File: config.mk
export PLATFORM = sky130hd
export DESIGN_NAME = drs_run_select
export DESIGN_NICKNAME = d
export VERILOG_FILES = /design/src/logic/drs_pkg.sv /design/src/logic/drs_run_select.sv
export VERILOG_INCLUDE_DIRS = /design/src /design/src/logic
export SDC_FILE = /design/constraint.sdc
export NUM_CORES = 1
export LEC_CHECK = 0
export ABC_AREA = 1
export BUFFER_PORTS_ARGS = -buffer_cell sky130_fd_sc_hd__buf_2
export CORE_MARGIN = 2
export CORE_UTILIZATION = 49
export CTS_CLUSTER_DIAMETER = 120
export DETAILED_ROUTE_END_ITERATION = 6
export MAX_ROUTING_LAYER = met4
export PLACE_DENSITY = 0.89
export SYNTH_ARGS = -nofsm -noshare
export SYNTH_HDL_FRONTEND = slang
export SYNTH_SLANG_ARGS = --single-unit
File: constraint.sdc
create_clock -name clk_in -period 2.8 [get_ports clk_in]
set_input_delay 0.42 -clock clk_in [delete_from_list [all_inputs] [get_ports clk_in]]
set_output_delay 0.42 -clock clk_in [all_outputs]
set_load 0.02 [all_outputs]
File: src/logic/drs_cfg.svh
// Constants for the drive run-command and step-select block
`ifndef DRS_CFG_SVH
`define DRS_CFG_SVH
// ----------------------------------------
// Run source and frequency source codes
// ----------------------------------------
`define DRS_SRC_KEYPAD 2'h0
`define DRS_SRC_TERM1 2'h1
`define DRS_SRC_TERM2 2'h2
`define DRS_SRC_SERIAL 2'h3
`define DRS_SRC_RST 2'h1
`define DRS_FSRC_BIPOLAR 3'h2
`define DRS_FSRC_RST 3'h0
// ----------------------------------------
// Terminal function codes
// ----------------------------------------
`define DRS_FN_FWD 5'h00
`define DRS_FN_REV 5'h01
`define DRS_FN_STEP_LO 5'h05
`define DRS_FN_STEP_MID 5'h06
`define DRS_FN_STEP_HI 5'h07
// ----------------------------------------
// Direction, inhibit and limits
// ----------------------------------------
`define DRS_DIR_F 1'h0
`define DRS_DIR_R 1'h1
`define DRS_INH_NONE 2'h0
`define DRS_INH_FWD 2'h1
`define DRS_INH_REV 2'h2
`define DRS_FREQ_MAX 16'h9C40
`define DRS_PROTO_MAX 1'h1
`define DRS_PROTO_RST 1'h0
`define DRS_STATION_MIN 6'h01
`define DRS_STATION_MAX 6'h20
`define DRS_STATION_RST 6'h01
`define DRS_BAUD_MAX 3'h4
`define DRS_BAUD_RST 3'h3
`define DRS_BOOT_DONE 2'h3
`endif

File: src/logic/drs_pkg.sv
// Types shared by the drive run-command and step-select block
package drs_pkg;
   // Run state of the command path
   typedef enum logic [1:0] {DRS_STOP, DRS_RUN, DRS_TURN} drs_state_t;
   // Key pair from one keypad
   typedef struct packed {
      logic run;
      logic stop;
   } drs_keys_t;
   // Serial link settings
   typedef struct packed {
      logic protocol;
      logic [5:0] station;
      logic [2:0] baud;
   } drs_serial_cfg_t;
   // Resolved drive command
   typedef struct packed {
      logic run;
      logic rev;
      logic turning;
      logic [2:0] step;
      logic [15:0] freq;
   } drs_cmd_t;
endpackage : drs_pkg

File: src/logic/drs_run_select.sv
// Run-command, direction and step-frequency selection for a motor drive
`timescale 1ns/1ps
`include "drs_cfg.svh"
module drs_run_select #(
   parameter int NUM_TERM = 8,
   parameter int FREQ_W = 16
) (
   input wire logic clk_in,
   input wire logic rst_b_in,
   input wire logic [NUM_TERM-1:0] term_in,
   input wire logic [NUM_TERM*5-1:0] term_function_in,
   input wire logic [1:0] run_source_sel_in,
   input wire logic [2:0] freq_source_sel_in,
   input wire logic [FREQ_W-1:0] freq_cmd_in,
   input wire logic [FREQ_W-1:0] step_freq_one_in,
   input wire logic [FREQ_W-1:0] step_freq_two_in,
   input wire logic [FREQ_W-1:0] step_freq_three_in,
   input wire logic [FREQ_W-1:0] step_freq_four_in,
   input wire logic [FREQ_W-1:0] step_freq_five_in,
   input wire logic [FREQ_W-1:0] step_freq_six_in,
   input wire logic [FREQ_W-1:0] step_freq_seven_in,
   input wire drs_pkg::drs_keys_t local_keys_in,
   input wire drs_pkg::drs_keys_t remote_keys_in,
   input wire logic remote_connected_in,
   input wire logic keypad_dir_sel_in,
   input wire logic serial_run_in,
   input wire logic serial_rev_in,
   input wire drs_pkg::drs_serial_cfg_t serial_cfg_in,
   input wire logic bipolar_voltage_input_neg_in,
   input wire logic [1:0] direction_inhibit_sel_in,
   input wire logic power_on_start_en_in,
   input wire logic fault_reset_restart_en_in,
   input wire logic fault_active_in,
   input wire logic zero_speed_in,
   output drs_pkg::drs_cmd_t cmd_out,
   output drs_pkg::drs_serial_cfg_t serial_cfg_out,
   output logic [1:0] run_source_out
);
   // ----------------------------------------
   // Helpers
   // ----------------------------------------
   // True when any terminal with this function code is on
   function automatic logic term_has(input logic [NUM_TERM-1:0] lvl,
                                     input logic [NUM_TERM*5-1:0] fn,
                                     input logic [4:0] code);
      logic hit;
      hit = 1'b0;
      for (int i = 0; i < NUM_TERM; i++)
         if (lvl[i] && fn[i*5 +: 5] == code)
            hit = 1'b1;
      return hit;
   endfunction : term_has

   // Stored step values beyond the top of range are held at the top
   function automatic logic [FREQ_W-1:0] clamp_freq(input logic [FREQ_W-1:0] f);
      return (f > FREQ_W'(`DRS_FREQ_MAX)) ? FREQ_W'(`DRS_FREQ_MAX) : f;
   endfunction : clamp_freq

   // ----------------------------------------
   // Input synchronisers
   // ----------------------------------------
   logic [NUM_TERM-1:0] term_meta;
   logic [NUM_TERM-1:0] term_sync;
   logic [3:0] key_meta;
   logic [3:0] key_sync;
   logic [3:0] key_prev;
   logic fault_meta;
   logic fault_sync;
   logic fault_prev;
   // Two flops per pin; keys and fault get a third stage, compared with the second for edge detection
   always_ff @(posedge clk_in or negedge rst_b_in)
   begin
      if (!rst_b_in)
      begin
         term_meta <= '0;
         term_sync <= '0;
         key_meta <= 4'h0;
         key_sync <= 4'h0;
         key_prev <= 4'h0;
         fault_meta <= 1'b0;
         fault_sync <= 1'b0;
         fault_prev <= 1'b0;
      end
      else
      begin
         term_meta <= term_in;
         term_sync <= term_meta;
         key_meta <= {local_keys_in, remote_keys_in};
         key_sync <= key_meta;
         key_prev <= key_sync;
         fault_meta <= fault_active_in;
         fault_sync <= fault_meta;
         fault_prev <= fault_sync;
      end
   end

   // ----------------------------------------
   // Configuration capture
   // ----------------------------------------
   logic [1:0] run_src;
   logic [2:0] freq_src;
   drs_pkg::drs_serial_cfg_t ser_cfg;

   // Out-of-range serial settings are refused and the old value kept
   always_ff @(posedge clk_in or negedge rst_b_in)
   begin
      if (!rst_b_in)
      begin
         run_src <= `DRS_SRC_RST;
         freq_src <= `DRS_FSRC_RST;
         ser_cfg.protocol <= `DRS_PROTO_RST;
         ser_cfg.station <= `DRS_STATION_RST;
         ser_cfg.baud <= `DRS_BAUD_RST;
      end
      else
      begin
         run_src <= run_source_sel_in;
         freq_src <= freq_source_sel_in;
         if (serial_cfg_in.protocol <= `DRS_PROTO_MAX)
            ser_cfg.protocol <= serial_cfg_in.protocol;
         if (serial_cfg_in.station >= `DRS_STATION_MIN &&
             serial_cfg_in.station <= `DRS_STATION_MAX)
            ser_cfg.station <= serial_cfg_in.station;
         if (serial_cfg_in.baud <= `DRS_BAUD_MAX)
            ser_cfg.baud <= serial_cfg_in.baud;
      end
   end

   // ----------------------------------------
   // Terminal decode
   // ----------------------------------------
   logic fx_on;
   logic rx_on;
   logic [2:0] step_raw;
   logic term_mode;

   // Forward, reverse and step bits from the terminal function table
   always_comb
   begin
      fx_on = term_has(term_sync, term_function_in, `DRS_FN_FWD);
      rx_on = term_has(term_sync, term_function_in, `DRS_FN_REV);
      step_raw[0] = term_has(term_sync, term_function_in, `DRS_FN_STEP_LO);
      step_raw[1] = term_has(term_sync, term_function_in, `DRS_FN_STEP_MID);
      step_raw[2] = term_has(term_sync, term_function_in, `DRS_FN_STEP_HI);
      term_mode = (run_src == `DRS_SRC_TERM1) || (run_src == `DRS_SRC_TERM2);
   end

   // ----------------------------------------
   // Keypad
   // ----------------------------------------
   drs_pkg::drs_keys_t keys_now;
   drs_pkg::drs_keys_t keys_old;
   logic key_run_press;
   logic key_stop_press;
   logic key_run;

   // Only one keypad is live; the remote one takes over when present
   always_comb
   begin
      keys_now = remote_connected_in ? key_sync[1:0] : key_sync[3:2];
      keys_old = remote_connected_in ? key_prev[1:0] : key_prev[3:2];
      key_run_press = keys_now.run && !keys_old.run;
      key_stop_press = keys_now.stop && !keys_old.stop;
   end

   // Stop beats run in one cycle: safer to lose a start than a stop
   always_ff @(posedge clk_in or negedge rst_b_in)
   begin
      if (!rst_b_in)
         key_run <= 1'b0;
      else if (key_stop_press || fault_sync || run_src != `DRS_SRC_KEYPAD)
         key_run <= 1'b0;
      else if (key_run_press && freq_cmd_in != '0)
         key_run <= 1'b1;
   end

   // ----------------------------------------
   // Terminal arming: power-on and fault restart
   // ----------------------------------------
   logic [1:0] boot_cnt;
   logic term_arm;
   logic term_run_raw;
   // In mode 1 the reverse terminal is a run command of its own
   assign term_run_raw = fx_on || (rx_on && run_src == `DRS_SRC_TERM1);

   // A terminal already on at power-up runs only if enabled; at fault clear, if still armed, it runs one cycle before the enable takes hold
   always_ff @(posedge clk_in or negedge rst_b_in)
   begin
      if (!rst_b_in)
      begin
         boot_cnt <= 2'h0;
         term_arm <= 1'b0;
      end
      else if (boot_cnt != `DRS_BOOT_DONE)
      begin
         boot_cnt <= boot_cnt + 2'h1;
         term_arm <= power_on_start_en_in || !term_run_raw;
      end
      else if (fault_prev && !fault_sync)
         term_arm <= fault_reset_restart_en_in || !term_run_raw;
      else if (!term_run_raw && !rx_on)
         term_arm <= 1'b1;
   end

   // ----------------------------------------
   // Run request and direction
   // ----------------------------------------
   logic want_run;
   logic want_rev;
   logic src_rev;
   logic blocked;

   // Source decode, polarity flip, then inhibit
   always_comb
   begin
      want_run = 1'b0;
      src_rev = `DRS_DIR_F;
      unique case (run_src)
         `DRS_SRC_KEYPAD:
         begin
            want_run = key_run;
            src_rev = keypad_dir_sel_in;
         end
         `DRS_SRC_TERM1:
         begin
            want_run = (fx_on ^ rx_on) && term_arm;
            src_rev = rx_on && !fx_on;
         end
         `DRS_SRC_TERM2:
         begin
            want_run = fx_on && term_arm;
            src_rev = rx_on;
         end
         `DRS_SRC_SERIAL:
         begin
            want_run = serial_run_in;
            src_rev = serial_rev_in;
         end
      endcase
      want_rev = src_rev;
      if (freq_src == `DRS_FSRC_BIPOLAR)
         want_rev = src_rev ^ bipolar_voltage_input_neg_in;
      blocked = (direction_inhibit_sel_in == `DRS_INH_FWD && !want_rev) ||
                (direction_inhibit_sel_in == `DRS_INH_REV && want_rev);
      if (blocked || fault_sync || boot_cnt != `DRS_BOOT_DONE)
         want_run = 1'b0;
   end

   // ----------------------------------------
   // Run state machine
   // ----------------------------------------
   drs_pkg::drs_state_t state;
   drs_pkg::drs_state_t next_state;
   logic cur_rev;
   logic next_cur_rev;

   // A direction change while running passes through DRS_TURN first, until zero speed
   always_comb
   begin
      next_state = state;
      next_cur_rev = cur_rev;
      unique case (state)
         drs_pkg::DRS_STOP:
         begin
            if (want_run)
            begin
               next_state = drs_pkg::DRS_RUN;
               next_cur_rev = want_rev;
            end
         end
         drs_pkg::DRS_RUN:
         begin
            if (!want_run)
               next_state = drs_pkg::DRS_STOP;
            else if (want_rev != cur_rev)
               next_state = drs_pkg::DRS_TURN;
         end
         drs_pkg::DRS_TURN:
         begin
            if (!want_run)
               next_state = drs_pkg::DRS_STOP;
            else if (zero_speed_in)
            begin
               next_state = drs_pkg::DRS_RUN;
               next_cur_rev = want_rev;
            end
         end
      endcase
   end

   // State registers
   always_ff @(posedge clk_in or negedge rst_b_in)
   begin
      if (!rst_b_in)
      begin
         state <= drs_pkg::DRS_STOP;
         cur_rev <= `DRS_DIR_F;
      end
      else
      begin
         state <= next_state;
         cur_rev <= next_cur_rev;
      end
   end

   // ----------------------------------------
   // Step index and target frequency
   // ----------------------------------------
   logic [2:0] step_idx;
   logic [FREQ_W-1:0] target;

   // Step bits count only while a run command stands
   always_comb
   begin
      step_idx = want_run ? step_raw : 3'h0;
      unique case (step_idx)
         3'h0: target = freq_cmd_in;
         3'h1: target = clamp_freq(step_freq_one_in);
         3'h2: target = clamp_freq(step_freq_two_in);
         3'h3: target = clamp_freq(step_freq_three_in);
         3'h4: target = clamp_freq(step_freq_four_in);
         3'h5: target = clamp_freq(step_freq_five_in);
         3'h6: target = clamp_freq(step_freq_six_in);
         3'h7: target = clamp_freq(step_freq_seven_in);
      endcase
   end

   // ----------------------------------------
   // Registered outputs
   // ----------------------------------------
   // All outputs straight from flops, one cycle after the decision
   always_ff @(posedge clk_in or negedge rst_b_in)
   begin
      if (!rst_b_in)
      begin
         cmd_out <= '0;
         serial_cfg_out <= '0;
         run_source_out <= `DRS_SRC_RST;
      end
      else
      begin
         cmd_out.run <= (next_state == drs_pkg::DRS_RUN);
         cmd_out.rev <= next_cur_rev;
         cmd_out.turning <= (next_state == drs_pkg::DRS_TURN);
         cmd_out.step <= step_idx;
         cmd_out.freq <= target;
         serial_cfg_out <= ser_cfg;
         run_source_out <= run_src;
      end
   end

endmodule : drs_run_select

# After elaboration in Yosys (flattened, before gate mapping)
# Cells that the tools add are included.
classes:
  reduce_logical: 84
  addsub: 1
  order_cmp: 11
  n_eq_ne: 54
  bitwise: 2
  muxes: 70
ops:
  columns: ["op", "n"]
  rows:
  - ["$pmux W16 S8", 1]
  - ["$eq A5 B3 Y1 const B", 24]
  - ["$gt A16 B16 Y1 const B", 7]
  - ["$mux W16", 7]
  - ["$logic_and A1 B1 Y1", 52]
  - ["$mux W1", 50]
  - ["$eq A5 B1 Y1 const B", 8]
  - ["$logic_not A5 Y1", 8]
  - ["$reduce_bool A16 Y1", 1]
  - ["$mux W2", 7]
  - ["$eq A3 B3 Y1 const B", 4]
  - ["$eq A2 B2 Y1 const B", 5]
  - ["$eq A3 B2 Y1 const B", 3]
  - ["$eq A2 B1 Y1 const B", 4]
  - ["$logic_or A1 B1 Y1", 8]
  - ["$ne A2 B2 Y1 const B", 4]
  - ["$pmux W1 S4", 2]
  - ["$logic_not A1 Y1", 7]
  - ["$ge A6 B1 Y1 const B", 1]
  - ["$le A6 B6 Y1 const B", 1]
  - ["$pmux W2 S3", 1]
  - ["$reduce_bool A2 Y1", 3]
  - ["$logic_not A2 Y1", 2]
  - ["$reduce_and A4 Y1", 1]
  - ["10 further kinds", 11]
totals:
  wordCells: 248
  reg_bits: 86
  input_bits: 208

# Longest topological paths before layout
logic_depth:
  depth_word: 24
  mapped_depth: 21
  mapped_depth_nobuf: 20

# Worst setup path after synthesis
# No wires, ideal clock.
synth_path:
  path_kind: "input to register"
  from: "input term_function_in[29]"
  to: "register cmd_out[12] (netlist name)"
  required_time_ns: 2.675
  n_path_buf: 1
  t_arrival_ns: 2.349
  setup_ns: 0.125
  cell_stages: 18
  setup_slack_ns: 0.325
  cell_sequence: "nor2_1 nand3_1 nand2_1 nor4_1 ha_1 a221oi_1 nand2_1 nand3_1 nand2_2 nand2_4 nand3_4 nor2_4 inv_2 buf_6 nand3_1 nand2_1 nor2_1 nand3_1"
synth_via:
  elab_chain_cells: 19
  word_cells_on_any_way: 51
  classes_between: "11 x eq/ne; 21 x mux; 2 x bitwise; 17 x reduce/logical"
synth_lines:
  columns: ["element", "line", "source"]
  rows:
  - ["from (decl)", "drs_run_select.sv:11", "input wire logic [NUM_TERM*5-1:0] term_function_in,"]
  - ["$logic_not A5 Y1", "drs_run_select.sv:49", "if (lvl[i] && fn[i*5 +: 5] == code)"]
  - ["$logic_and A1 B1 Y1", "drs_run_select.sv:49", null]
  - ["$mux W1 (3 in a row)", "drs_run_select.sv:49", null]
  - ["$logic_not A1 Y1", "drs_run_select.sv:227", "src_rev = rx_on && !fx_on;"]
  - ["$logic_and A1 B1 Y1", "drs_run_select.sv:227", null]
  - ["$pmux W1 S4", "drs_run_select.sv:218", "unique case (run_src)"]
  - ["$xor A1 B1 Y1", "drs_run_select.sv:242", "want_rev = src_rev ^ bipolar_voltage_input_neg_in;"]
  - ["$mux W1", "drs_run_select.sv:241", "if (freq_src == `DRS_FSRC_BIPOLAR)"]
  - ["[2 not listed]", null, null]
  - ["$logic_or A1 B1 Y1", "drs_run_select.sv:243", "blocked = (direction_inhibit_sel_in == `DRS_INH_FWD && !want_rev) ||"]
  - ["$logic_or A1 B1 Y1", "drs_run_select.sv:245", "if (blocked || fault_sync || boot_cnt != `DRS_BOOT_DONE)"]
  - ["$logic_or A1 B1 Y1 (no line)", null, null]
  - ["$mux W1", "drs_run_select.sv:245", null]
  - ["$mux W3 (*)", "drs_run_select.sv:315", "step_idx = want_run ? step_raw : 3'h0;"]
  - ["$eq A3 B3 Y1 (tied with other cells)", "drs_run_select.sv:316", "unique case (step_idx)"]
  - ["$pmux W16 S8 (*)", "drs_run_select.sv:316", null]
  - ["net target[12]", "drs_run_select.sv:310", "logic [FREQ_W-1:0] target;"]
  - ["to (decl)", "drs_run_select.sv:35", "output drs_pkg::drs_cmd_t cmd_out,"]
# Mark *: on every way through the listed nets, which the timed path passes. The rest lies on a longest branch.
# A chain may end at the register's enable or synchronous reset.

# Final worst setup path
layout_path:
  from: "register term_sync[3]"
  to: "register cmd_out[14] (netlist name)"
layout_via:
  elab_chain_cells: 20
  word_cells_on_any_way: 56
  classes_between: "7 x eq/ne; 31 x mux; 2 x bitwise; 16 x reduce/logical"
layout_lines:
  columns: ["element", "line", "source"]
  rows:
  - ["from (decl)", "drs_run_select.sv:63", "logic [NUM_TERM-1:0] term_sync;"]
  - ["from (signal assigned)", "drs_run_select.sv:87", "term_sync <= term_meta;"]
  - ["$logic_and A1 B1 Y1", "drs_run_select.sv:49", null]
  - ["$mux W1 (5 in a row)", "drs_run_select.sv:49", null]
  - ["$logic_not A1 Y1", "drs_run_select.sv:227", null]
  - ["$logic_and A1 B1 Y1", "drs_run_select.sv:227", null]
  - ["$pmux W1 S4", "drs_run_select.sv:218", null]
  - ["$xor A1 B1 Y1", "drs_run_select.sv:242", null]
  - ["$mux W1", "drs_run_select.sv:241", null]
  - ["$logic_not A1 Y1", "drs_run_select.sv:243", null]
  - ["$logic_and A1 B1 Y1", "drs_run_select.sv:243", null]
  - ["$logic_or A1 B1 Y1", "drs_run_select.sv:243", null]
  - ["$logic_or A1 B1 Y1", "drs_run_select.sv:245", null]
  - ["$logic_or A1 B1 Y1 (no line)", null, null]
  - ["$mux W1", "drs_run_select.sv:245", null]
  - ["$mux W3 (*)", "drs_run_select.sv:315", null]
  - ["$eq A3 B3 Y1 (tied with other cells)", "drs_run_select.sv:316", null]
  - ["$pmux W16 S8 (*)", "drs_run_select.sv:316", null]
  - ["net target[14]", "drs_run_select.sv:310", null]
# Marks and branches as above.

==> metrics.txt <==
# TYPE chip_impl_metric gauge
chip_impl_metric{name="postSynthRegisterBits",unit=""} 86
chip_impl_metric{name="hold_viol_final",unit=""} 0
chip_impl_metric{name="share_clk_of_total_power",unit=""} 0.344
chip_impl_info{name="yosysMostFrequentCell",value="sky130_fd_sc_hd__nor2_1"} 1
chip_impl_metric{name="p_sw_frac",unit=""} 0.328
chip_impl_metric{name="layout-drive-gt1-share",unit=""} 0.375
chip_impl_metric{name="grt_pass1_wl",unit="mm"} 31.8
chip_impl_metric{name="post-layout-total-power",unit="mW"} 3.41
chip_impl_metric{name="cts.htree.levels",unit=""} 3
chip_impl_metric{name="ir_drop",unit="uV"} 538
chip_impl_metric{name="cts.reportedPaths.clkPinSlew",unit="ns"} 0.07
chip_impl_metric{name="vias",unit=""} 6863
chip_impl_metric{name="numCtsBuffers",unit=""} 9
chip_impl_metric{name="clock_sinks",unit=""} 86
chip_impl_metric{name="final_period_minus_worst_setup_slack",unit="ns"} 2.91
chip_impl_info{name="synth_ff_type",value="sky130_fd_sc_hd__dfrtp_1"} 1
chip_impl_info{name="cts_tree",value="built"} 1
chip_impl_metric{name="power.switching",unit="mW"} 1.12
chip_impl_metric{name="yosysSeqAreaShare",unit=""} 0.368
chip_impl_metric{name="max_stage_delay",unit="ns"} 0.38
chip_impl_metric{name="num_antenna_cells",unit=""} 0
chip_impl_metric{name="power-per-cell-area",unit="nW/um^2"} 422
chip_impl_metric{name="post_synth_inst_count",unit=""} 831
chip_impl_metric{name="post_cts_hold_buffer_count",unit=""} 0
chip_impl_metric{name="yosys.area_share.simple",unit=""} 0.432
chip_impl_metric{name="seq_power_share",unit=""} 0.405
chip_impl_metric{name="grt_antenna_before_repair",unit=""} 0
chip_impl_metric{name="start_util",unit=""} 0.508
chip_impl_metric{name="grt_pass1_vias",unit=""} 6491
chip_impl_metric{name="synth_top_area_share",unit=""} 0.345
chip_impl_metric{name="timing.max_slew.rel_slack",unit=""} 0.598
chip_impl_metric{name="clock_path_buffers",unit=""} 2
chip_impl_metric{name="dr.pass1.iters",unit=""} 5
chip_impl_metric{name="synth.net_count",unit=""} 1049
chip_impl_metric{name="num_rows",unit=""} 39
chip_impl_metric{name="power.combinational.fraction",unit=""} 0.251
chip_impl_metric{name="synth-edff-count",unit=""} 0
chip_impl_metric{name="synth-warning-count",unit=""} 0
chip_impl_metric{name="timing.max_cap.violations",unit=""} 0
chip_impl_metric{name="avgSynthCellArea",unit="um^2"} 7.07
chip_impl_info{name="crit_slowest_cell",value="sky130_fd_sc_hd__dfrtp_1"} 1
chip_impl_metric{name="design.core.area",unit="um^2"} 11600
chip_impl_metric{name="die_y",unit="um"} 113
chip_impl_metric{name="ant_nets",unit=""} 0
chip_impl_metric{name="worst-path-max-fanout",unit=""} 7
chip_impl_metric{name="postPlaceCellArea",unit="um^2"} 7500
chip_impl_metric{name="grt_max_degree",unit=""} 48
chip_impl_metric{name="fp.dieArea",unit="um^2"} 12900
chip_impl_metric{name="timing_worst_slew_pin_value",unit="ns"} 0.603
chip_impl_metric{name="setup-violations-final",unit=""} 16
chip_impl_metric{name="drcViolationCount",unit=""} 0
chip_impl_metric{name="critPathRequiredTime",unit="ns"} 3.01
chip_impl_info{name="cts_root_buf",value="sky130_fd_sc_hd__clkbuf_16"} 1
chip_impl_metric{name="worstRegToRegCells",unit=""} 22
chip_impl_metric{name="adder_cell_share_of_the_synthesized_area",unit=""} 0.0230
chip_impl_info{name="failing_checks",value="negative setup slack"} 1
chip_impl_metric{name="netlist_area_pre_place",unit="um^2"} 5870
chip_impl_metric{name="timing.final.max_slew_violations",unit=""} 0
chip_impl_info{name="regToRegEndpoint",value="cmd_out[14]$_DFF_PN0_"} 1
chip_impl_metric{name="critical_path_arrival",unit="ns"} 3.13
chip_impl_metric{name="port_buffers",unit=""} 241
chip_impl_metric{name="dp_hpwl",unit="mm"} 16.7
chip_impl_info{name="synth_largest_area_cell",value="sky130_fd_sc_hd__dfrtp_1"} 1
chip_impl_metric{name="post_synth_mux_area_share",unit=""} 0.0134
chip_impl_metric{name="synth_xor_area_frac",unit=""} 0.00447
chip_impl_info{name="status",value="finished with violations"} 1
chip_impl_metric{name="synth-compound-area-share",unit=""} 0.0556
chip_impl_info{name="synth_top_cells_by_count",value="156 x sky130_fd_sc_hd__nor2_1, 140 x sky130_fd_sc_hd__nand2_1, 107 x sky130_fd_sc_hd__inv_1"} 1
chip_impl_metric{name="finalWorstSetupSlack",unit="ns"} -0.114
chip_impl_metric{name="ys_async_sr_fraction",unit=""} 1.00
chip_impl_metric{name="routed_via_density",unit=""} 5.46
chip_impl_metric{name="routedWlPerCell",unit="um"} 16.5
chip_impl_metric{name="pin_count",unit=""} 242
chip_impl_info{name="cp-start-kind",value="flop"} 1
chip_impl_metric{name="drt_first_iter_violations",unit=""} 669
chip_impl_info{name="unrepaired_setup_endpoints_after_global_routing",value="yes"} 1
chip_impl_metric{name="worst_skew_pair.late_latency",unit="ns"} 0.34
chip_impl_metric{name="gp_congestion",unit=""} 0.986
chip_impl_metric{name="final.setup_skew",unit="ns"} 0.00688
chip_impl_info{name="reg2reg_from",value="term_sync[3]$_DFF_PN0_"} 1
chip_impl_info{name="ys_top_cells_by_area",value="sky130_fd_sc_hd__dfrtp_1 35%, sky130_fd_sc_hd__nor2_1 10%, sky130_fd_sc_hd__nand2_1 8.9%"} 1
chip_impl_metric{name="timing.critical_path.buf_inv",unit=""} 4
chip_impl_metric{name="gr-usage-all-layers",unit=""} 0.326
chip_impl_metric{name="detail_route.wirelength",unit="mm"} 20.8
chip_impl_info{name="cp_top_family",value="simple AND/OR/NAND/NOR gates"} 1
chip_impl_info{name="timing.critical_path.to_type",value="flop"} 1
chip_impl_info{name="dominant_combinational_cell_family_by_area_after_synthesis",value="simple AND/OR/NAND/NOR gates"} 1
chip_impl_metric{name="cellLeakagePower",unit="nW"} 4.46
chip_impl_metric{name="num-nets-final",unit=""} 1328
chip_impl_metric{name="area_growth",unit="%"} 37.9
chip_impl_info{name="cp_cell_sequence",value="inv_2 > nor2_2 > buf_4 > nand3_2 > nand2_1 > nor2_1 > nand2_2 > ha_4 > a221oi_2 > nand2_2 > nand2_2 > nand2_4 > nand2_4 > nand2_4 > nand3_4 > nor2_4 > buf_6 > clkbuf_16 > nand4_1 > nand2_1 > nor2_1 > nand3_1"} 1
chip_impl_info{name="worst-setup-path-type",value="flop to flop"} 1
chip_impl_metric{name="post-route-period-util",unit=""} 1.04
chip_impl_metric{name="synth_cell_types",unit=""} 49
chip_impl_metric{name="overflow",unit=""} 0
chip_impl_metric{name="post_route_cell_area",unit="um^2"} 8100
chip_impl_metric{name="cellInternalPower",unit="mW"} 2.30
chip_impl_info{name="hp-class",value="primary input to asynchronous set/reset pin"} 1
chip_impl_metric{name="reg_to_reg_slack_setup",unit="ns"} -0.11
chip_impl_metric{name="max_clock_freq",unit="GHz"} 0.343
chip_impl_metric{name="die_width",unit="um"} 113
## final cells by class
type | instances | area, um^2
Inverter | 124 | 468
Clock buffer | 9 | 225
Timing Repair Buffer | 294 | 1700
Multi-Input combinational cell | 595 | 3300
Tap cell | 143 | 179
Fill cell | 954 | 3470
Clock inverter | 7 | 63.8
Sequential cell | 86 | 2160
## cells by family after synthesis
group,count (synthesis)
XOR/XNOR,3
flip-flops,86
AND/OR/NAND/NOR,526
multiplexers,7
adder cells (fa/ha/maj),11
buffers and inverters,150
AO/OA/AOI/OAI,48
## routing by layer
layer	up-vias	routed length, um	track usage
met5	-	0	-
met4	0	429	0.0748
met3	37	1820	0.0670
met2	345	9670	0.512
met1	3178	8880	0.439
li1	3303	-	-
## layout by cell type, fill, tap and decap left out, types with 5 or more instances in the layout
master                      synthesis  layout
sky130_fd_sc_hd__nand3b_1           7       7
sky130_fd_sc_hd__ha_1              10       9
sky130_fd_sc_hd__nor2_4             3       9
sky130_fd_sc_hd__nand2_2            3       7
sky130_fd_sc_hd__nand3_2            5      13
sky130_fd_sc_hd__buf_2              6     240
sky130_fd_sc_hd__buf_4              3      42
sky130_fd_sc_hd__dfstp_2            5       5
sky130_fd_sc_hd__and3_1             6       6
sky130_fd_sc_hd__inv_1            107     106
sky130_fd_sc_hd__buf_6              4       7
sky130_fd_sc_hd__clkbuf_16          0      10
sky130_fd_sc_hd__mux2_2             7       7
sky130_fd_sc_hd__o211ai_1           6       6
sky130_fd_sc_hd__nand4_1           61      61
sky130_fd_sc_hd__nor3b_1            5       5
sky130_fd_sc_hd__nand3_1           82      72
sky130_fd_sc_hd__dfrtp_1           81      81
sky130_fd_sc_hd__nor2_2            11      21
sky130_fd_sc_hd__nor4_1            20      19
sky130_fd_sc_hd__inv_2             14      14
sky130_fd_sc_hd__o311ai_0           6       6
sky130_fd_sc_hd__nor2_1           156     140
sky130_fd_sc_hd__nand2_1          140     134
sky130_fd_sc_hd__or2_2             16      16
sky130_fd_sc_hd__o21ai_0           18      18
## power by group through the flow
stage	combinational, mW	sequential [mW]	clock, mW
after global placement	0.790	1.40	0
after detailed placement	0.803	1.41	0
final	0.856	1.38	1.17
after floorplan	0.365	1.45	0
after CTS	0.818	1.38	1.18
after global routing	0.935	1.39	1.24
## repair_timing
item,4_1_cts,5_1_grt
gates resized for setup,15,42
hold endpoints to repair,0,0
pin swaps,5,23
cloned,1,1
setup buffers,2,6
endpoints found under the setup margin,16,20
## flip-flops by register name, indices dropped and copies added, names as in the netlist
name / count
serial_cfg_out: 10
term_sync: 8
key_sync: 4
boot_cnt: 2
state: 2
fault_meta: 1
term_meta: 8
cmd_out: 22
term_arm: 1
fault_prev: 1
freq_src: 3
ser_cfg: 10
key_meta: 4
fault_sync: 1
run_source_out: 2
key_run: 1
run_src: 2
key_prev: 4
## metrics by stage
step	hold WS [ns]	setup WS (ns)	util	TNS, ns	cells
after floorplan	0.124	0.325	-	0	831
after global placement	0.332	-0.202	0.648	-2.08	1233
after detailed placement	0.335	-0.297	0.648	-3.73	1233
after CTS	0.0533	-0.0245	0.682	-0.0719	1252
after global routing	0.0792	-0.214	0.700	-2.88	1258
final	0.0485	-0.114	0.700	-0.978	1258
## how the worst max path moves through the flow
| stage | from | endpoint | slack [ns] | cells past startpoint |
|---|---|---|---|---|
| after floorplan | term_function_in[29] | cmd_out[12]$_DFF_PN0_ | 0.33 | 18 |
| after global placement | term_function_in[24] | cmd_out[4]$_DFF_PN0_ | -0.20 | 19 |
| after detailed placement | term_function_in[24] | cmd_out[11]$_DFF_PN0_ | -0.30 | 20 |
| after CTS | term_sync[2]$_DFF_PN0_ | cmd_out[11]$_DFF_PN0_ | -0.02 | 21 |
| after global routing | term_sync[7]$_DFF_PN0_ | cmd_out[2]$_DFF_PN0_ | -0.21 | 19 |
| final | term_sync[3]$_DFF_PN0_ | cmd_out[14]$_DFF_PN0_ | -0.11 | 22 |
## worst reg2reg max path: stages (launching register included)
cell,delay (ns)
sky130_fd_sc_hd__dfrtp_1,0.38
sky130_fd_sc_hd__inv_2,0.06
sky130_fd_sc_hd__nor2_2,0.04
sky130_fd_sc_hd__buf_4,0.13
sky130_fd_sc_hd__nand3_2,0.06
sky130_fd_sc_hd__nand2_1,0.05
sky130_fd_sc_hd__nor2_1,0.12
sky130_fd_sc_hd__nand2_2,0.10
sky130_fd_sc_hd__ha_4,0.17
sky130_fd_sc_hd__a221oi_2,0.27
sky130_fd_sc_hd__nand2_2,0.13
sky130_fd_sc_hd__nand2_2,0.11
sky130_fd_sc_hd__nand2_4,0.08
sky130_fd_sc_hd__nand2_4,0.08
sky130_fd_sc_hd__nand2_4,0.07
sky130_fd_sc_hd__nand3_4,0.14
sky130_fd_sc_hd__nor2_4,0.09
sky130_fd_sc_hd__buf_6,0.15
sky130_fd_sc_hd__clkbuf_16,0.15
sky130_fd_sc_hd__nand4_1,0.11
sky130_fd_sc_hd__nand2_1,0.07
sky130_fd_sc_hd__nor2_1,0.14
sky130_fd_sc_hd__nand3_1,0.10
(Power assumes the default switching activity.)
